--- src/hdl/flash_params.svh ---
// Constants for the serial flash program and erase command decoder.
`ifndef FLASH_PARAMS_SVH
`define FLASH_PARAMS_SVH

`define OPC_PAGE        8'h02
`define OPC_PAGE_W      8'h12
`define OPC_QPAGE_A     8'h32
`define OPC_QPAGE_B     8'h38
`define OPC_QPAGE_W     8'h34
`define OPC_SMALL       8'h20
`define OPC_SMALL_W     8'h21
`define OPC_ALL_A       8'h60
`define OPC_ALL_B       8'hC7
`define OPC_LARGE       8'hD8
`define OPC_LARGE_W     8'hDC
`define OPC_STATUS_READ 8'h05
`define OPC_CLEAR       8'h30
`define OPC_LOCK        8'h04
`define OPC_UNLOCK      8'h06
`define OPC_REG_WRITE   8'h01
`define OPC_RESET_A     8'hF0
`define OPC_RESET_B     8'h0F

`define ST_BUSY_BIT     0
`define ST_LATCH_BIT    1
`define ST_EFAIL_BIT    5
`define ST_WFAIL_BIT    6

`define REG_STATUS      4'h0
`define REG_CTRL        4'h4
`define REG_NV          4'h8
`define CTRL_ADDR4_BIT  0
`define CTRL_PAGE512_BIT 1
`define CTRL_FAILW_BIT  2
`define CTRL_FAILE_BIT  3
`define CTRL_LEN_LSB    16
`define CTRL_MASK       32'hFFFF000F
`define CTRL_RESET      32'h01000000
`define NV_RESET        8'h00

`define PAGE_SMALL      10'h100
`define PAGE_LARGE      10'h200
`define ADDR_SHORT      10'h003
`define ADDR_LONG       10'h004
`define RESP_OKAY       2'b00
`define RESP_DECERR     2'b11
`endif

--- src/hdl/flash_pkg.sv ---
// Types shared by the flash command decoder.
package flash_pkg;
	typedef enum logic [2:0] {PH_IDLE, PH_OPC, PH_ADDR, PH_DATA, PH_WAIT, PH_STATUS, PH_DROP} phase_type;
	typedef enum logic [3:0] {K_NONE, K_PAGE, K_QPAGE, K_WIPE, K_WIPE_ALL, K_REGW, K_CLR, K_LOCK, K_UNLOCK,
		K_SWRST} kind_type;
	typedef enum logic [1:0] {OP_NONE, OP_PAGE, OP_WIPE, OP_REG} op_type;
	typedef struct packed {
		logic        sck_q;
		logic        cs_q;
		phase_type   phase;
		kind_type    kind;
		op_type      op;
		logic        wide;
		logic [2:0]  bitcnt;
		logic [2:0]  fcnt;
		logic [7:0]  shreg;
		logic [7:0]  stat_sh;
		logic [9:0]  bytecnt;
		logic        so_r;
		logic        so_oe_n;
		logic        busy;
		logic        wfail;
		logic        efail;
		logic        latch;
		logic [15:0] timer;
		logic [31:0] ctrl;
		logic [7:0]  nv;
		logic [7:0]  nv_new;
		logic [7:0]  last_op;
		logic [7:0]  refused;
		logic        aw_h;
		logic        w_h;
		logic [3:0]  awaddr;
		logic [31:0] wdata;
		logic [3:0]  wstrb;
		logic        bvalid;
		logic [1:0]  bresp;
		logic        rvalid;
		logic [31:0] rdata;
		logic [1:0]  rresp;
	} state_type;
endpackage

--- src/hdl/pin_sync.sv ---
// Two-stage synchroniser for pins from outside the clock domain.
`timescale 1ns/1ns
`default_nettype none
module pin_sync #(
	parameter int           W       = 1,
	parameter logic [W-1:0] RST_VAL = '0
) (
	input  wire logic         clk,
	input  wire logic         rst,
	input  wire logic [W-1:0] d,
	output logic      [W-1:0] q
);
	typedef struct packed {
		logic [W-1:0] meta;
		logic [W-1:0] stable;
	} sync_type;

	sync_type s_r;
	sync_type s_nxt;

	always_comb begin
		s_nxt.meta = d;
		s_nxt.stable = s_r.meta;
	end

	always_ff @(posedge clk or posedge rst) begin
		if (rst) begin
			s_r.meta <= RST_VAL;
			s_r.stable <= RST_VAL;
		end else begin
			s_r <= s_nxt;
		end
	end

	assign q = s_r.stable;
endmodule
`default_nettype wire

--- src/hdl/flash_cmd_decode.sv ---
// Serial flash program/erase command decoder with status flags and AXI4-Lite registers.
`timescale 1ns/1ns
`default_nettype none
`include "flash_params.svh"
module flash_cmd_decode (
	input  wire logic        clk,
	input  wire logic        rst,
	input  wire logic        sck,
	input  wire logic        cs_n,
	input  wire logic        si,
	input  wire logic        hw_reset_n,
	output logic             so,
	output logic             so_oe_n,
	input  wire logic        awvalid,
	output logic             awready,
	input  wire logic [3:0]  awaddr,
	input  wire logic        wvalid,
	output logic             wready,
	input  wire logic [31:0] wdata,
	input  wire logic [3:0]  wstrb,
	output logic             bvalid,
	input  wire logic        bready,
	output logic [1:0]       bresp,
	input  wire logic        arvalid,
	output logic             arready,
	input  wire logic [3:0]  araddr,
	output logic             rvalid,
	input  wire logic        rready,
	output logic [31:0]      rdata,
	output logic [1:0]       rresp
);
	import flash_pkg::*;

	flash_pkg::state_type s_r;
	flash_pkg::state_type s_nxt;
	logic [3:0]  pins;
	logic        sck_s;
	logic        cs_s;
	logic        si_s;
	logic        hwr_s;
	logic        sck_rise;
	logic        sck_fall;
	logic        cs_rise;
	logic        cs_fall;
	logic        fail;
	logic        byte_done;
	logic [7:0]  byte_in;
	logic [7:0]  live_stat;
	logic [9:0]  nb;
	logic [9:0]  page_max;
	logic [15:0] len_eff;
	logic        aw_take;
	logic        w_take;
	logic        ar_take;
	logic [3:0]  wa;
	logic [31:0] wd;
	logic [3:0]  ws;

	////////////////////////////////////////////////////////////////////////////
	// Link pins are sampled by the system clock; SCK edges are found in the next-state logic.

	pin_sync #(
		.W       (4),
		.RST_VAL (4'hA)
	) u_sync (
		.clk (clk),
		.rst (rst),
		.d   ({hw_reset_n, si, cs_n, sck}),
		.q   (pins)
	);

	assign sck_s = pins[0];
	assign cs_s  = pins[1];
	assign si_s  = pins[2];
	assign hwr_s = pins[3];

	assign awready = !s_r.aw_h && !s_r.bvalid;
	assign wready  = !s_r.w_h && !s_r.bvalid;
	assign arready = !s_r.rvalid;

	////////////////////////////////////////////////////////////////////////////
	// Next-state logic.

	always_comb begin
		s_nxt = s_r;
		sck_rise = sck_s & ~s_r.sck_q;
		sck_fall = ~sck_s & s_r.sck_q;
		cs_rise = cs_s & ~s_r.cs_q;
		cs_fall = ~cs_s & s_r.cs_q;
		fail = s_r.wfail | s_r.efail;
		byte_in = {s_r.shreg[6:0], si_s};
		// Quad data carries four bits per clock, so a byte spans only two clocks.
		byte_done = (s_r.phase == PH_DATA && s_r.kind == K_QPAGE) ? (s_r.bitcnt == 3'd1) : (s_r.bitcnt == 3'd7);
		nb = s_r.bytecnt + 10'd1;
		page_max = s_r.ctrl[`CTRL_PAGE512_BIT] ? `PAGE_LARGE : `PAGE_SMALL;
		len_eff = (s_r.ctrl[31:16] == 16'h0000) ? 16'h0001 : s_r.ctrl[31:16];
		live_stat = 8'h00;
		live_stat[`ST_BUSY_BIT] = s_r.busy;
		live_stat[`ST_LATCH_BIT] = s_r.latch;
		live_stat[`ST_EFAIL_BIT] = s_r.efail;
		live_stat[`ST_WFAIL_BIT] = s_r.wfail;
		s_nxt.sck_q = sck_s;
		s_nxt.cs_q = cs_s;

		// Embedded operation timer; a failure leaves busy high until cleared.
		if (s_r.busy && !fail && s_r.op != OP_NONE) begin
			if (s_r.timer == 16'h0001) begin
				s_nxt.op = OP_NONE;
				if (s_r.op == OP_PAGE && s_r.ctrl[`CTRL_FAILW_BIT]) begin
					s_nxt.wfail = 1'b1;
				end else if (s_r.op == OP_WIPE && s_r.ctrl[`CTRL_FAILE_BIT]) begin
					s_nxt.efail = 1'b1;
				end else begin
					s_nxt.busy = 1'b0;
					s_nxt.latch = 1'b0;
				end
			end else begin
				s_nxt.timer = s_r.timer - 16'h0001;
			end
		end

		if (cs_fall) begin
			s_nxt.phase = PH_OPC;
			s_nxt.bitcnt = 3'd0;
			s_nxt.bytecnt = 10'd0;
		end else if (!cs_s && sck_rise && s_r.phase != PH_IDLE) begin
			s_nxt.shreg = byte_in;
			s_nxt.bitcnt = s_r.bitcnt + 3'd1;
			if (byte_done) begin
				s_nxt.bitcnt = 3'd0;
				case (s_r.phase)
				PH_OPC: begin
					s_nxt.last_op = byte_in;
					s_nxt.phase = PH_DROP;
					s_nxt.kind = K_NONE;
					s_nxt.wide = s_r.ctrl[`CTRL_ADDR4_BIT];
					s_nxt.bytecnt = 10'd0;
					if (fail && byte_in != `OPC_STATUS_READ && byte_in != `OPC_CLEAR && byte_in != `OPC_LOCK
						&& byte_in != `OPC_RESET_A && byte_in != `OPC_RESET_B) begin
						s_nxt.refused = s_r.refused + 8'h01;
					end else if (s_r.busy && !fail && byte_in != `OPC_STATUS_READ
						&& byte_in != `OPC_RESET_A && byte_in != `OPC_RESET_B) begin
						s_nxt.refused = s_r.refused + 8'h01;
					end else begin
						case (byte_in)
						`OPC_STATUS_READ: begin
							s_nxt.phase = PH_STATUS;
							s_nxt.fcnt = 3'd0;
						end
						`OPC_CLEAR: begin
							s_nxt.kind = K_CLR;
							s_nxt.phase = PH_WAIT;
						end
						`OPC_LOCK: begin
							s_nxt.kind = K_LOCK;
							s_nxt.phase = PH_WAIT;
						end
						`OPC_UNLOCK: begin
							s_nxt.kind = K_UNLOCK;
							s_nxt.phase = PH_WAIT;
						end
						`OPC_RESET_A, `OPC_RESET_B: begin
							s_nxt.kind = K_SWRST;
							s_nxt.phase = PH_WAIT;
						end
						`OPC_PAGE, `OPC_PAGE_W: begin
							s_nxt.kind = K_PAGE;
							s_nxt.wide = s_r.ctrl[`CTRL_ADDR4_BIT] | (byte_in == `OPC_PAGE_W);
							s_nxt.phase = PH_ADDR;
						end
						`OPC_QPAGE_A, `OPC_QPAGE_B, `OPC_QPAGE_W: begin
							s_nxt.kind = K_QPAGE;
							s_nxt.wide = s_r.ctrl[`CTRL_ADDR4_BIT] | (byte_in == `OPC_QPAGE_W);
							s_nxt.phase = PH_ADDR;
						end
						`OPC_SMALL, `OPC_SMALL_W, `OPC_LARGE, `OPC_LARGE_W: begin
							s_nxt.kind = K_WIPE;
							s_nxt.wide = s_r.ctrl[`CTRL_ADDR4_BIT] | (byte_in == `OPC_SMALL_W)
								| (byte_in == `OPC_LARGE_W);
							s_nxt.phase = PH_ADDR;
						end
						`OPC_ALL_A, `OPC_ALL_B: begin
							s_nxt.kind = K_WIPE_ALL;
							s_nxt.phase = PH_WAIT;
						end
						`OPC_REG_WRITE: begin
							s_nxt.kind = K_REGW;
							s_nxt.phase = PH_DATA;
						end
						default: begin
							s_nxt.phase = PH_DROP;
						end
						endcase
					end
				end
				PH_ADDR: begin
					s_nxt.bytecnt = nb;
					if (nb == (s_r.wide ? `ADDR_LONG : `ADDR_SHORT)) begin
						s_nxt.bytecnt = 10'd0;
						s_nxt.phase = (s_r.kind == K_WIPE) ? PH_WAIT : PH_DATA;
					end
				end
				PH_DATA: begin
					if (s_r.bytecnt != 10'h3FF) begin
						s_nxt.bytecnt = nb;
					end
					if (s_r.kind == K_REGW && s_r.bytecnt == 10'd0) begin
						s_nxt.nv_new = byte_in;
					end
				end
				// Further clocks after a complete wait-type command void it.
				PH_WAIT: begin
					s_nxt.phase = PH_DROP;
				end
				default: begin
				end
				endcase
			end
		end

		// Status byte goes out MSB first on falling SCK, refreshed every byte.
		if (!cs_s && sck_fall && s_r.phase == PH_STATUS) begin
			s_nxt.so_oe_n = 1'b0;
			s_nxt.fcnt = s_r.fcnt + 3'd1;
			if (s_r.fcnt == 3'd0) begin
				s_nxt.so_r = live_stat[7];
				s_nxt.stat_sh = {live_stat[6:0], 1'b0};
			end else begin
				s_nxt.so_r = s_r.stat_sh[7];
				s_nxt.stat_sh = {s_r.stat_sh[6:0], 1'b0};
			end
		end

		// Commands act only when chip select rises on a byte boundary.
		if (cs_rise) begin
			s_nxt.phase = PH_IDLE;
			s_nxt.so_oe_n = 1'b1;
			if (s_r.bitcnt == 3'd0) begin
				case (s_r.phase)
				PH_WAIT: begin
					case (s_r.kind)
					K_CLR: begin
						s_nxt.busy = 1'b0;
						s_nxt.wfail = 1'b0;
						s_nxt.efail = 1'b0;
						s_nxt.op = OP_NONE;
					end
					K_LOCK: begin
						s_nxt.latch = 1'b0;
					end
					K_UNLOCK: begin
						s_nxt.latch = 1'b1;
					end
					K_SWRST: begin
						s_nxt.busy = 1'b0;
						s_nxt.wfail = 1'b0;
						s_nxt.efail = 1'b0;
						s_nxt.latch = 1'b0;
						s_nxt.op = OP_NONE;
					end
					K_WIPE, K_WIPE_ALL: begin
						if (s_r.latch) begin
							s_nxt.busy = 1'b1;
							s_nxt.op = OP_WIPE;
							s_nxt.timer = len_eff;
						end
					end
					default: begin
					end
					endcase
				end
				PH_DATA: begin
					if (s_r.latch && s_r.bytecnt != 10'd0) begin
						if (s_r.kind == K_REGW) begin
							if (s_r.nv_new != s_r.nv) begin
								s_nxt.nv = s_r.nv_new;
								s_nxt.busy = 1'b1;
								s_nxt.op = OP_REG;
								s_nxt.timer = len_eff;
							end else begin
								s_nxt.latch = 1'b0;
							end
						end else if (s_r.bytecnt <= page_max) begin
							s_nxt.busy = 1'b1;
							s_nxt.op = OP_PAGE;
							s_nxt.timer = len_eff;
						end
					end
				end
				default: begin
				end
				endcase
			end
		end

		// A held hardware reset pin returns the device to standby.
		if (!hwr_s) begin
			s_nxt.phase = PH_IDLE;
			s_nxt.busy = 1'b0;
			s_nxt.wfail = 1'b0;
			s_nxt.efail = 1'b0;
			s_nxt.latch = 1'b0;
			s_nxt.op = OP_NONE;
			s_nxt.so_oe_n = 1'b1;
		end

		////////////////////////////////////////////////////////////////////////
		// AXI4-Lite slave: address and data are taken in either order.

		aw_take = awvalid && awready;
		w_take = wvalid && wready;
		ar_take = arvalid && arready;
		wa = aw_take ? awaddr : s_r.awaddr;
		wd = w_take ? wdata : s_r.wdata;
		ws = w_take ? wstrb : s_r.wstrb;
		if (aw_take) begin
			s_nxt.aw_h = 1'b1;
			s_nxt.awaddr = awaddr;
		end
		if (w_take) begin
			s_nxt.w_h = 1'b1;
			s_nxt.wdata = wdata;
			s_nxt.wstrb = wstrb;
		end
		if (s_r.bvalid && bready) begin
			s_nxt.bvalid = 1'b0;
		end
		if ((s_r.aw_h || aw_take) && (s_r.w_h || w_take)) begin
			s_nxt.aw_h = 1'b0;
			s_nxt.w_h = 1'b0;
			s_nxt.bvalid = 1'b1;
			s_nxt.bresp = `RESP_OKAY;
			case (wa)
			`REG_CTRL: begin
				for (int i = 0; i < 4; i++) begin
					if (ws[i]) begin
						s_nxt.ctrl[8*i +: 8] = wd[8*i +: 8];
					end
				end
				// Unused bits are cleared after the byte merge so they always read back as zero.
				s_nxt.ctrl = s_nxt.ctrl & `CTRL_MASK;
			end
			`REG_STATUS, `REG_NV: begin
			end
			default: begin
				s_nxt.bresp = `RESP_DECERR;
			end
			endcase
		end

		if (ar_take) begin
			s_nxt.rvalid = 1'b1;
			s_nxt.rresp = `RESP_OKAY;
			case (araddr)
			`REG_STATUS: s_nxt.rdata = {8'h00, s_r.refused, s_r.last_op, live_stat};
			`REG_CTRL: s_nxt.rdata = s_r.ctrl;
			`REG_NV: s_nxt.rdata = {24'h000000, s_r.nv};
			default: begin
				s_nxt.rdata = 32'h00000000;
				s_nxt.rresp = `RESP_DECERR;
			end
			endcase
		end else if (s_r.rvalid && rready) begin
			s_nxt.rvalid = 1'b0;
		end
	end

	////////////////////////////////////////////////////////////////////////////
	// State register.

	always_ff @(posedge clk or posedge rst) begin
		if (rst) begin
			s_r <= '0;
			s_r.cs_q <= 1'b1;
			s_r.so_oe_n <= 1'b1;
			s_r.ctrl <= `CTRL_RESET;
			s_r.nv <= `NV_RESET;
		end else begin
			s_r <= s_nxt;
		end
	end

	assign so      = s_r.so_r;
	assign so_oe_n = s_r.so_oe_n;
	assign bvalid  = s_r.bvalid;
	assign bresp   = s_r.bresp;
	assign rvalid  = s_r.rvalid;
	assign rdata   = s_r.rdata;
	assign rresp   = s_r.rresp;
endmodule
`default_nettype wire

--- config.mk ---
export PLATFORM = sky130hd
export DESIGN_NAME = flash_cmd_decode
export DESIGN_NICKNAME = d
export VERILOG_FILES = /design/src/hdl/flash_pkg.sv /design/src/hdl/pin_sync.sv /design/src/hdl/flash_cmd_decode.sv
export VERILOG_INCLUDE_DIRS = /design/src /design/src/hdl
export SDC_FILE = /design/constraint.sdc
export NUM_CORES = 1
export LEC_CHECK = 0
export BUFFER_PORTS_ARGS = -buffer_cell sky130_fd_sc_hd__clkbuf_2
export CAP_MARGIN = 40
export CORE_MARGIN = 2
export CORE_UTILIZATION = 54
export CTS_CLUSTER_DIAMETER = 50
export DETAILED_ROUTE_END_ITERATION = 6
export GPL_TIMING_DRIVEN = 0
export PLACE_DENSITY = 0.77
export SETUP_SLACK_MARGIN = 0.15
export SLEW_MARGIN = 20
export SYNTH_ARGS = -nofsm -noshare
export SYNTH_HDL_FRONTEND = slang
export SYNTH_SLANG_ARGS = --single-unit
--- constraint.sdc ---
create_clock -name clk -period 4.72 [get_ports clk]
set_input_delay 0 -clock clk [delete_from_list [all_inputs] [get_ports clk]]
set_output_delay 0 -clock clk [all_outputs]
set_load 0.05 [all_outputs]
==> impl_results.md, run 1 <==
- Outcome: complete, no violations
- Drt pass-1 iters: 5
- Worst-skew pair later-pin latency: 0.44 ns
- Fin. Hold Viols: 0
- Unique masters post-synth: 84
- Worst Skew: 0.01496 ns
- Tcrit/Tclk final: 60.41%
- Synth Area per Inst: 10.33 um^2
- Die X: 138.0 um
- Ports: 98
- Syn. warnings: 0
- Vias in the first global route: 7,485
- Start of the worst register-to-register path: s_r[166]
- Maxcap violations: 0
- Clk root buf: clkbuf_16
- GP Congestion: 0.8972
- H-tree depth: 4
- Share of cells above drive strength 1: 25.50%
- Total placed cells including tap cells: 1,260
- Reg clk slew, reported paths: 0.08 ns
- Worst setup EP type: flip-flop
- Largest net degree at the start of global routing: 33
- Max rail drop VDD: 0.0002678 V
- Unrepaired setup endpoints after global routing: no
- Seq/Total Area, Yosys: 48.83%
- Worst Path Class, Setup: flip-flop to flip-flop
- Crit path launch: s_r[166]
- CP required: 5.04 ns
- WHS: 0.02857 ns
- Wire length per cell: 17.17 um
- DRC viols: 0
- Max Slew Vio Count: 0
- Hold path start: araddr[0]
- Number of port buffers: 84
- Cell-internal power: 2.903 mW
- Syn Std Cell Area: 0.009703 mm^2
- CP max FO: 10
- Vias: 7,602
- CP Cell Sequence: inv_1 -> ha_1 -> or4b_4 -> o41a_1 -> o31ai_2 -> a21oi_4 -> a21boi_4 -> buf_6 -> mux2_1
- Final Net Count: 1,157
- Critical path arrival: 3.17 ns
- Commonest non-fill, non-tap cell in the layout: dfrtp_1
- Grt ovf: 0
- Final Non-Filler Cells: 1,331
- Most frequent cells in the layout: dfrtp_1 (182), nand2_1 (126), clkbuf_2 (84)
- Number of flops mapped to enable cells by yosys: 0
- Longest Clk Path Bufs: 2
- Syn nets: 1,007
- Synth Flop Type: dfrtp_1
- Die area: 0.01906 mm^2
- Post-CTS Setup Inserts: 0
- Post-Route Setup TNS: 0 ns
- CTS tree: built
- Core Area: 0.01778 mm^2
- Register area: 0.004738 mm^2
- Lkg Pwr: 5.359 nW
- Layout area overhead: 19.24%
- Area taken by multi-input logic gates: 0.004399 mm^2
- CTS buffer count: 17
- Clock Sinks: 189
- Iteration-0 DRC Markers: 519
- Die Y-Extent: 138.0 um
- Ys async rst share: 100.0%
- Worst slew pin tran: 0.8905 ns
- Peak Freq: 350.7 MHz
- Gate power share: 17.4%
- Initial antenna violation count: 0
- Share of power burned in registers: 47.2%
- Fillcell total: 1,367
- Switching Power: 1.258 mW
- Clock power share: 35.4%
- Post-Synthesis Cells: 939
- HPWL Detailed: 16.08 mm
- CP peak stage delay: 0.48 ns
- Initial core utilization: 54.57%
- Pwr dens: 359.6 mW/mm^2
- Post-route ant nets: 0
- ANT cells: 0
- CP Launch Type: flip-flop
- Avg Vias per Cell: 5.711
- Hold Path Class: primary input to flip-flop
- Drt total wl: 22.85 mm
- Net Sw Frac: 30.24%
- Time the worst path needs with I/O delays and setup: 2.851 ns
- Gr usage total: 24.45%
- Placement row count: 49
- Yosys reg bits: 189
- Slew HR: 39.80%
- CP max-delay cell: or4b_4
- First-pass GRT wire length: 37.97 mm
- Setup violators final: 0
[area by class of cell]
class / instances / share of cell area, %
clock buffer: 18 / 3.709
multi-input combinational: 641 / 38.02
sequential: 189 / 40.95
timing repair buffer: 131 / 8.251
buffer: 83 / 4.099
tap: 229 / 2.476
clock inverter: 14 / 1.611
inverter: 26 / 0.8760
[critical path, delay by kind of cell (launching register included)]
family                     cells  cell delay [ns]
AOI/OAI and AO/OA              4             1.01
and+or+nand+nor                1             0.48
DFF                            1             0.46
muxes                          1             0.34
buffers and inverters          2             0.30
adders and majority gates      1             0.13
[worst paths after layout]
kind / end / slack, ns / depth (start not counted)
setup / recovery: s_r[158] / 1.87 / 9
hold / removal: rdata[19] / 0.03 / 4
setup reg to reg: s_r[158] / 1.87 / 9
hold reg to reg: u_sync.q[2] / 0.35 / 0
max in group asynchronous: so_oe_n / 3.45 / 6
min in group asynchronous: rdata[11] / 0.15 / 3
[cell usage after synthesis, types with 4 or more instances]
master / n / area, um^2
nand2_1: 126 / 473.0
nand3_1: 33 / 165.2
buf_2: 7 / 35.03
o211ai_1: 5 / 37.54
nor3b_1: 6 / 45.04
nand4_1: 13 / 81.33
nor4_1: 11 / 68.82
mux2_4: 4 / 60.06
a22oi_1: 13 / 97.59
or3_1: 7 / 43.79
mux2_2: 81 / 912.1
dfstp_2: 7 / 183.9
or4_1: 7 / 52.55
o22ai_1: 5 / 31.28
a21o_1: 8 / 60.06
dfrtp_1: 182 / 4554
a21oi_1: 20 / 100.1
nor2b_1: 11 / 68.82
o21ai_0: 61 / 305.3
o21a_1: 5 / 37.54
a211oi_1: 4 / 30.03
ha_1: 13 / 162.7
o31ai_1: 6 / 45.04
nand3b_1: 4 / 30.03
nor3_1: 14 / 70.07
buf_4: 37 / 277.8
nor4b_1: 6 / 52.55
a31oi_1: 5 / 31.28
nand2b_1: 10 / 62.56
a2bb2oi_1: 4 / 35.03
and3_1: 6 / 37.54
nor2_1: 42 / 157.7
xor2_1: 12 / 105.1
clkbuf_1: 36 / 135.1
inv_1: 26 / 97.59
xnor2_1: 27 / 236.5
mux2i_1: 7 / 70.07
[registers in the layout (all words and copies together) (netlist names)]
| name | cells |
|---|---|
| rvalid | 1 |
| byte_in | 7 |
| s_r | 132 |
| so | 1 |
| bresp | 1 |
| u_sync.q | 4 |
| bvalid | 1 |
| so_oe_n | 1 |
| live_stat | 4 |
| rdata | 32 |
| u_sync.s_nxt | 4 |
| rresp | 1 |
[power groups by stage]
| stage | Sequential [mW] | Clock, mW | Combinational (mW) |
|---|---|---|---|
| final | 1.96 | 1.47 | 0.725 |
| after global routing | 1.98 | 1.56 | 0.785 |
| after CTS | 1.96 | 1.50 | 0.714 |
| after detailed placement | 1.99 | 0 | 0.681 |
| after global placement | 1.98 | 0 | 0.647 |
| after floorplan | 1.95 | 0 | 0.502 |
[timing repair]
| item | CTS | global route |
|---|---|---|
| hold endpoints to repair | 82 | 0 |
| resized for setup | 0 | 0 |
| hold buffers | 39 | 0 |
[per-layer routing]
metal / GRT usage [%] / part of all wire, % / routed length [um] / vias up
met4: 8.539 / 2.0 / 459 / 0
met1: 33.45 / 45 / 10220 / 3782
met5: 0 / 0 / 0 / -
met2: 40.07 / 49 / 11250 / 170
li1: - / - / - / 3614
met3: 3.810 / 4.0 / 922 / 36
[cells by family (layout without fill, tap and decap cells)]
family          count (synthesis)  after routing  share of synthesized area (%)
mux                            95             95                          11.09
compound gates                170            170                          11.68
xor+xnor                       39             39                          3.520
fa+ha+maj                      14             14                          1.780
buf+inv                       109            272                          5.893
flops                         189            189                          48.83
simple gates                  323            323                          17.20
[stage by stage]
step           instance area (um^2)  power [mW]  util [%]  worst slack, ns
2_1_floorplan                  9707       2.448         -            2.172
3_3_place_gp                  10410       2.630     58.57            1.161
3_5_place_dp                  10560       2.671     59.42            1.888
4_1_cts                       11570       4.171     65.07            1.869
5_1_grt                       11570       4.324     65.07            1.735
6_report                      11570       4.161     65.07            1.869
Note: power is estimated with default switching activity, not from simulation.
==> run 2, diff against run 1 <==
Settings changed: CORE_UTILIZATION 54 to 60, PLACE_DENSITY 0.77 to 0.81.
Clock period 4.72 ns to 2.7 ns, I/O delays scaled along.
==> impl_results.md, run 2 (same netlist as run 1, synthesis figures left out) <==
- Lkg Pwr: 5.442 nW (+1.6%)
- Die Y-Extent: 131.2 um (-5.0%)
- Unrepaired setup endpoints after global routing: yes
- Total placed cells including tap cells: 1,246 (-1.1%)
- Crit path launch: s_r[153]
- Worst slew pin tran: 0.7564 ns (-0.1341 ns)
- Drt pass-1 iters: 7 (+2)
- Hold Path Class: primary input to flip-flop
- Top sig layer: met4
- CTS buffer count: 17 (unchanged)
- Clk root buf: clkbuf_16
- Placement row count: 46 (-6.1%)
- Initial core utilization: 61.30% (+6.7 points)
- Max reg flops: 132 (unchanged)
- Critical path arrival: 2.89 ns (-0.28 ns)
- HPWL Detailed: 15.99 mm (-0.54%)
- Most frequent cells in the layout: dfrtp_1 (179), nand2_1 (126), clkbuf_2 (89)
- Metal2 WL: 12.29 mm (+9.3%)
- Setup violators final: 0 (unchanged)
- Vias: 8,093 (+6.5%)
- Start of the worst register-to-register path: s_r[153]
- Area taken by multi-input logic gates: 0.004552 mm^2 (+3.5%)
- Cell-internal power: 4.967 mW (+71%)
- Die X: 131.2 um (-5.0%)
- Register area: 0.004742 mm^2 (about the same)
- Switching Power: 2.185 mW (+74%)
- Commonest non-fill, non-tap cell in the layout: dfrtp_1
- Layout area overhead: 21.37%
- Hold path start: araddr[1]
- Worst Path Class, Setup: flip-flop to flip-flop
- Maxcap violations: 0 (unchanged)
- Fin. Hold Viols: 0 (unchanged)
- First-pass GRT wire length: 39.68 mm (+4.5%)
- Reg clk slew, reported paths: 0.07 ns (about the same)
- H-tree depth: 4 (unchanged)
- WL met3: 1.649 mm (+79%)
- Wire length per cell: 18.65 um (+8.6%)
- Final Net Count: 1,173 (+1.4%)
- Register-to-Register Path Depth: 8 (-1)
- ANT cells: 0 (unchanged)
- Number of port buffers: 84 (unchanged)
- Drt total wl: 24.88 mm (+8.9%)
- Pwr dens: 607.3 mW/mm^2 (+69%)
- Vias in the first global route: 7,835 (+4.7%)
- Share of power burned in registers: 48.3% (+1.1 points)
- Core Area: 0.01583 mm^2 (-11%)
- Final Non-Filler Cells: 1,334 (+0.23%)
- Grt ovf: 0 (unchanged)
- Max rail drop VDD: 0.0004989 V (+86%)
- Worst setup EP type: flip-flop
- Clock Sinks: 189 (unchanged)
- CP max FO: 9 (-1)
- Iteration-0 DRC Markers: 593 (+14%)
- Clock power share: 33.4% (-2.0 points)
- Outcome: complete, no violations
- CP required: 3.03 ns (-2.01 ns)
- Slew HR: 49.44% (+9.6 points)
- Gate power share: 18.3% (+0.9 points)
- Longest Clk Path Bufs: 2 (unchanged)
- Share of cells above drive strength 1: 29.16% (+3.7 points)
- Min-Delay Endpoint: rdata[6]
- Worst hold path depth: 4 (unchanged)
- Initial antenna violation count: 0 (unchanged)
- Time the worst path needs with I/O delays and setup: 2.566 ns (-0.2849 ns)
- GP Congestion: 0.9199 (+2.5%)
- R2R setup slack: 0.13 ns (-1.74 ns)
- Biggest register: s_r
- Final Core Density: 74.40% (+9.3 points)
- Post-route ant nets: 0 (unchanged)
- Worst-skew pair later-pin latency: 0.44 ns (about the same)
- Worst Skew: 0.01094 ns (-0.004021 ns)
- Net Sw Frac: 30.55% (+0.31 points)
- FF-to-FF End: live_stat[0]
- Peak Freq: 389.7 MHz (+11%)
- Met1 Wirelength: 10.17 mm (-0.56%)
- Tcrit/Tclk final: 95.05% (+35 points)
- Gr usage total: 28.63% (+4.2 points)
- DRC viols: 0 (unchanged)
- Avg Vias per Cell: 6.067 (+6.2%)
- Fillcell total: 1,051 (-23%)
- Die area: 0.01721 mm^2 (-9.7%)
- Max Slew Vio Count: 0 (unchanged)
- Ports: 98 (unchanged)
- CTS tree: built
- Largest net degree at the start of global routing: 36 (+9.1%)
- CP Launch Type: flip-flop
-- run 2: cell types whose count changed in the layout (fill, tap and decap cells not counted), sizes merged --
cell      before  now
buf           55   69
bufinv         1    0
clkbuf       138  140
clkinv         6    4
clkinvlp       1    4
-- run 2: repair_timing --
action / 4_1_cts / 5_1_grt
pin swaps: 2 / 8
setup buffers: 7 / 9
resized for setup: 12 / 32
endpoints found under the setup margin: 37 / 84
endpoints found under the hold margin: 79 / 0
hold buffers: 39 / 0
-- run 2: how the worst max path moves through the flow --
stage | endpoint
floorplan | s_r[154]
global placement | s_r[179]
detailed placement | s_r[154]
CTS | s_r[147]
global route | s_r[156]
finish | live_stat[0]
-- run 2: through the flow --
step                setup TNS (ns)  setup WS, ns  instance area (um^2)  hold slack [ns]  power (mW)
finish                           0        0.1337                 11780          0.06786       7.152
global route                     0       0.05121                 11780          0.08994       7.401
CTS                              0        0.1248                 11570          0.06003       7.071
detailed placement         -0.6083      -0.09646                 10540          0.09034       4.665
global placement           -149.08       -0.8271                 10400          0.08745       4.581
floorplan                        0        0.1523                  9707         0.004478       4.280
-- run 2: area by class of cell --
cell class                      count  share of cell area [%]
Clock buffer                       18                   3.729
Tap cell                          216                   2.295
Clock inverter                     14                  0.9243
Inverter                           26                  0.8606
Timing Repair Buffer              147                   9.063
Buffer                             83                   4.207
Sequential cell                   189                   40.27
Multi-Input combinational cell    641                   38.65
-- run 2: worst max-delay path: stages (launching register included) --
cell      delay, ns
dfrtp_1        0.39
or4_1          0.53
buf_4          0.18
or4_4          0.54
buf_8          0.16
or2_4          0.24
o21ai_1        0.15
a22o_1         0.18
a21boi_1       0.09
-- run 2: routing by layer --
metal,track usage [%],vias to the layer above
met3,6.019,87
met5,0,-
li1,-,3640
met4,9.903,0
met2,46.90,369
met1,38.20,3997
-- run 2: power groups by stage --
stage                     sequential [mW]  clock [mW]  combinational [mW]
final                                3.46        2.39                1.31
after detailed placement             3.48           0                1.19
after floorplan                      3.40           0               0.877
after CTS                            3.43        2.40                1.25
after global placement               3.46           0                1.12
after global routing                 3.49        2.52                1.40
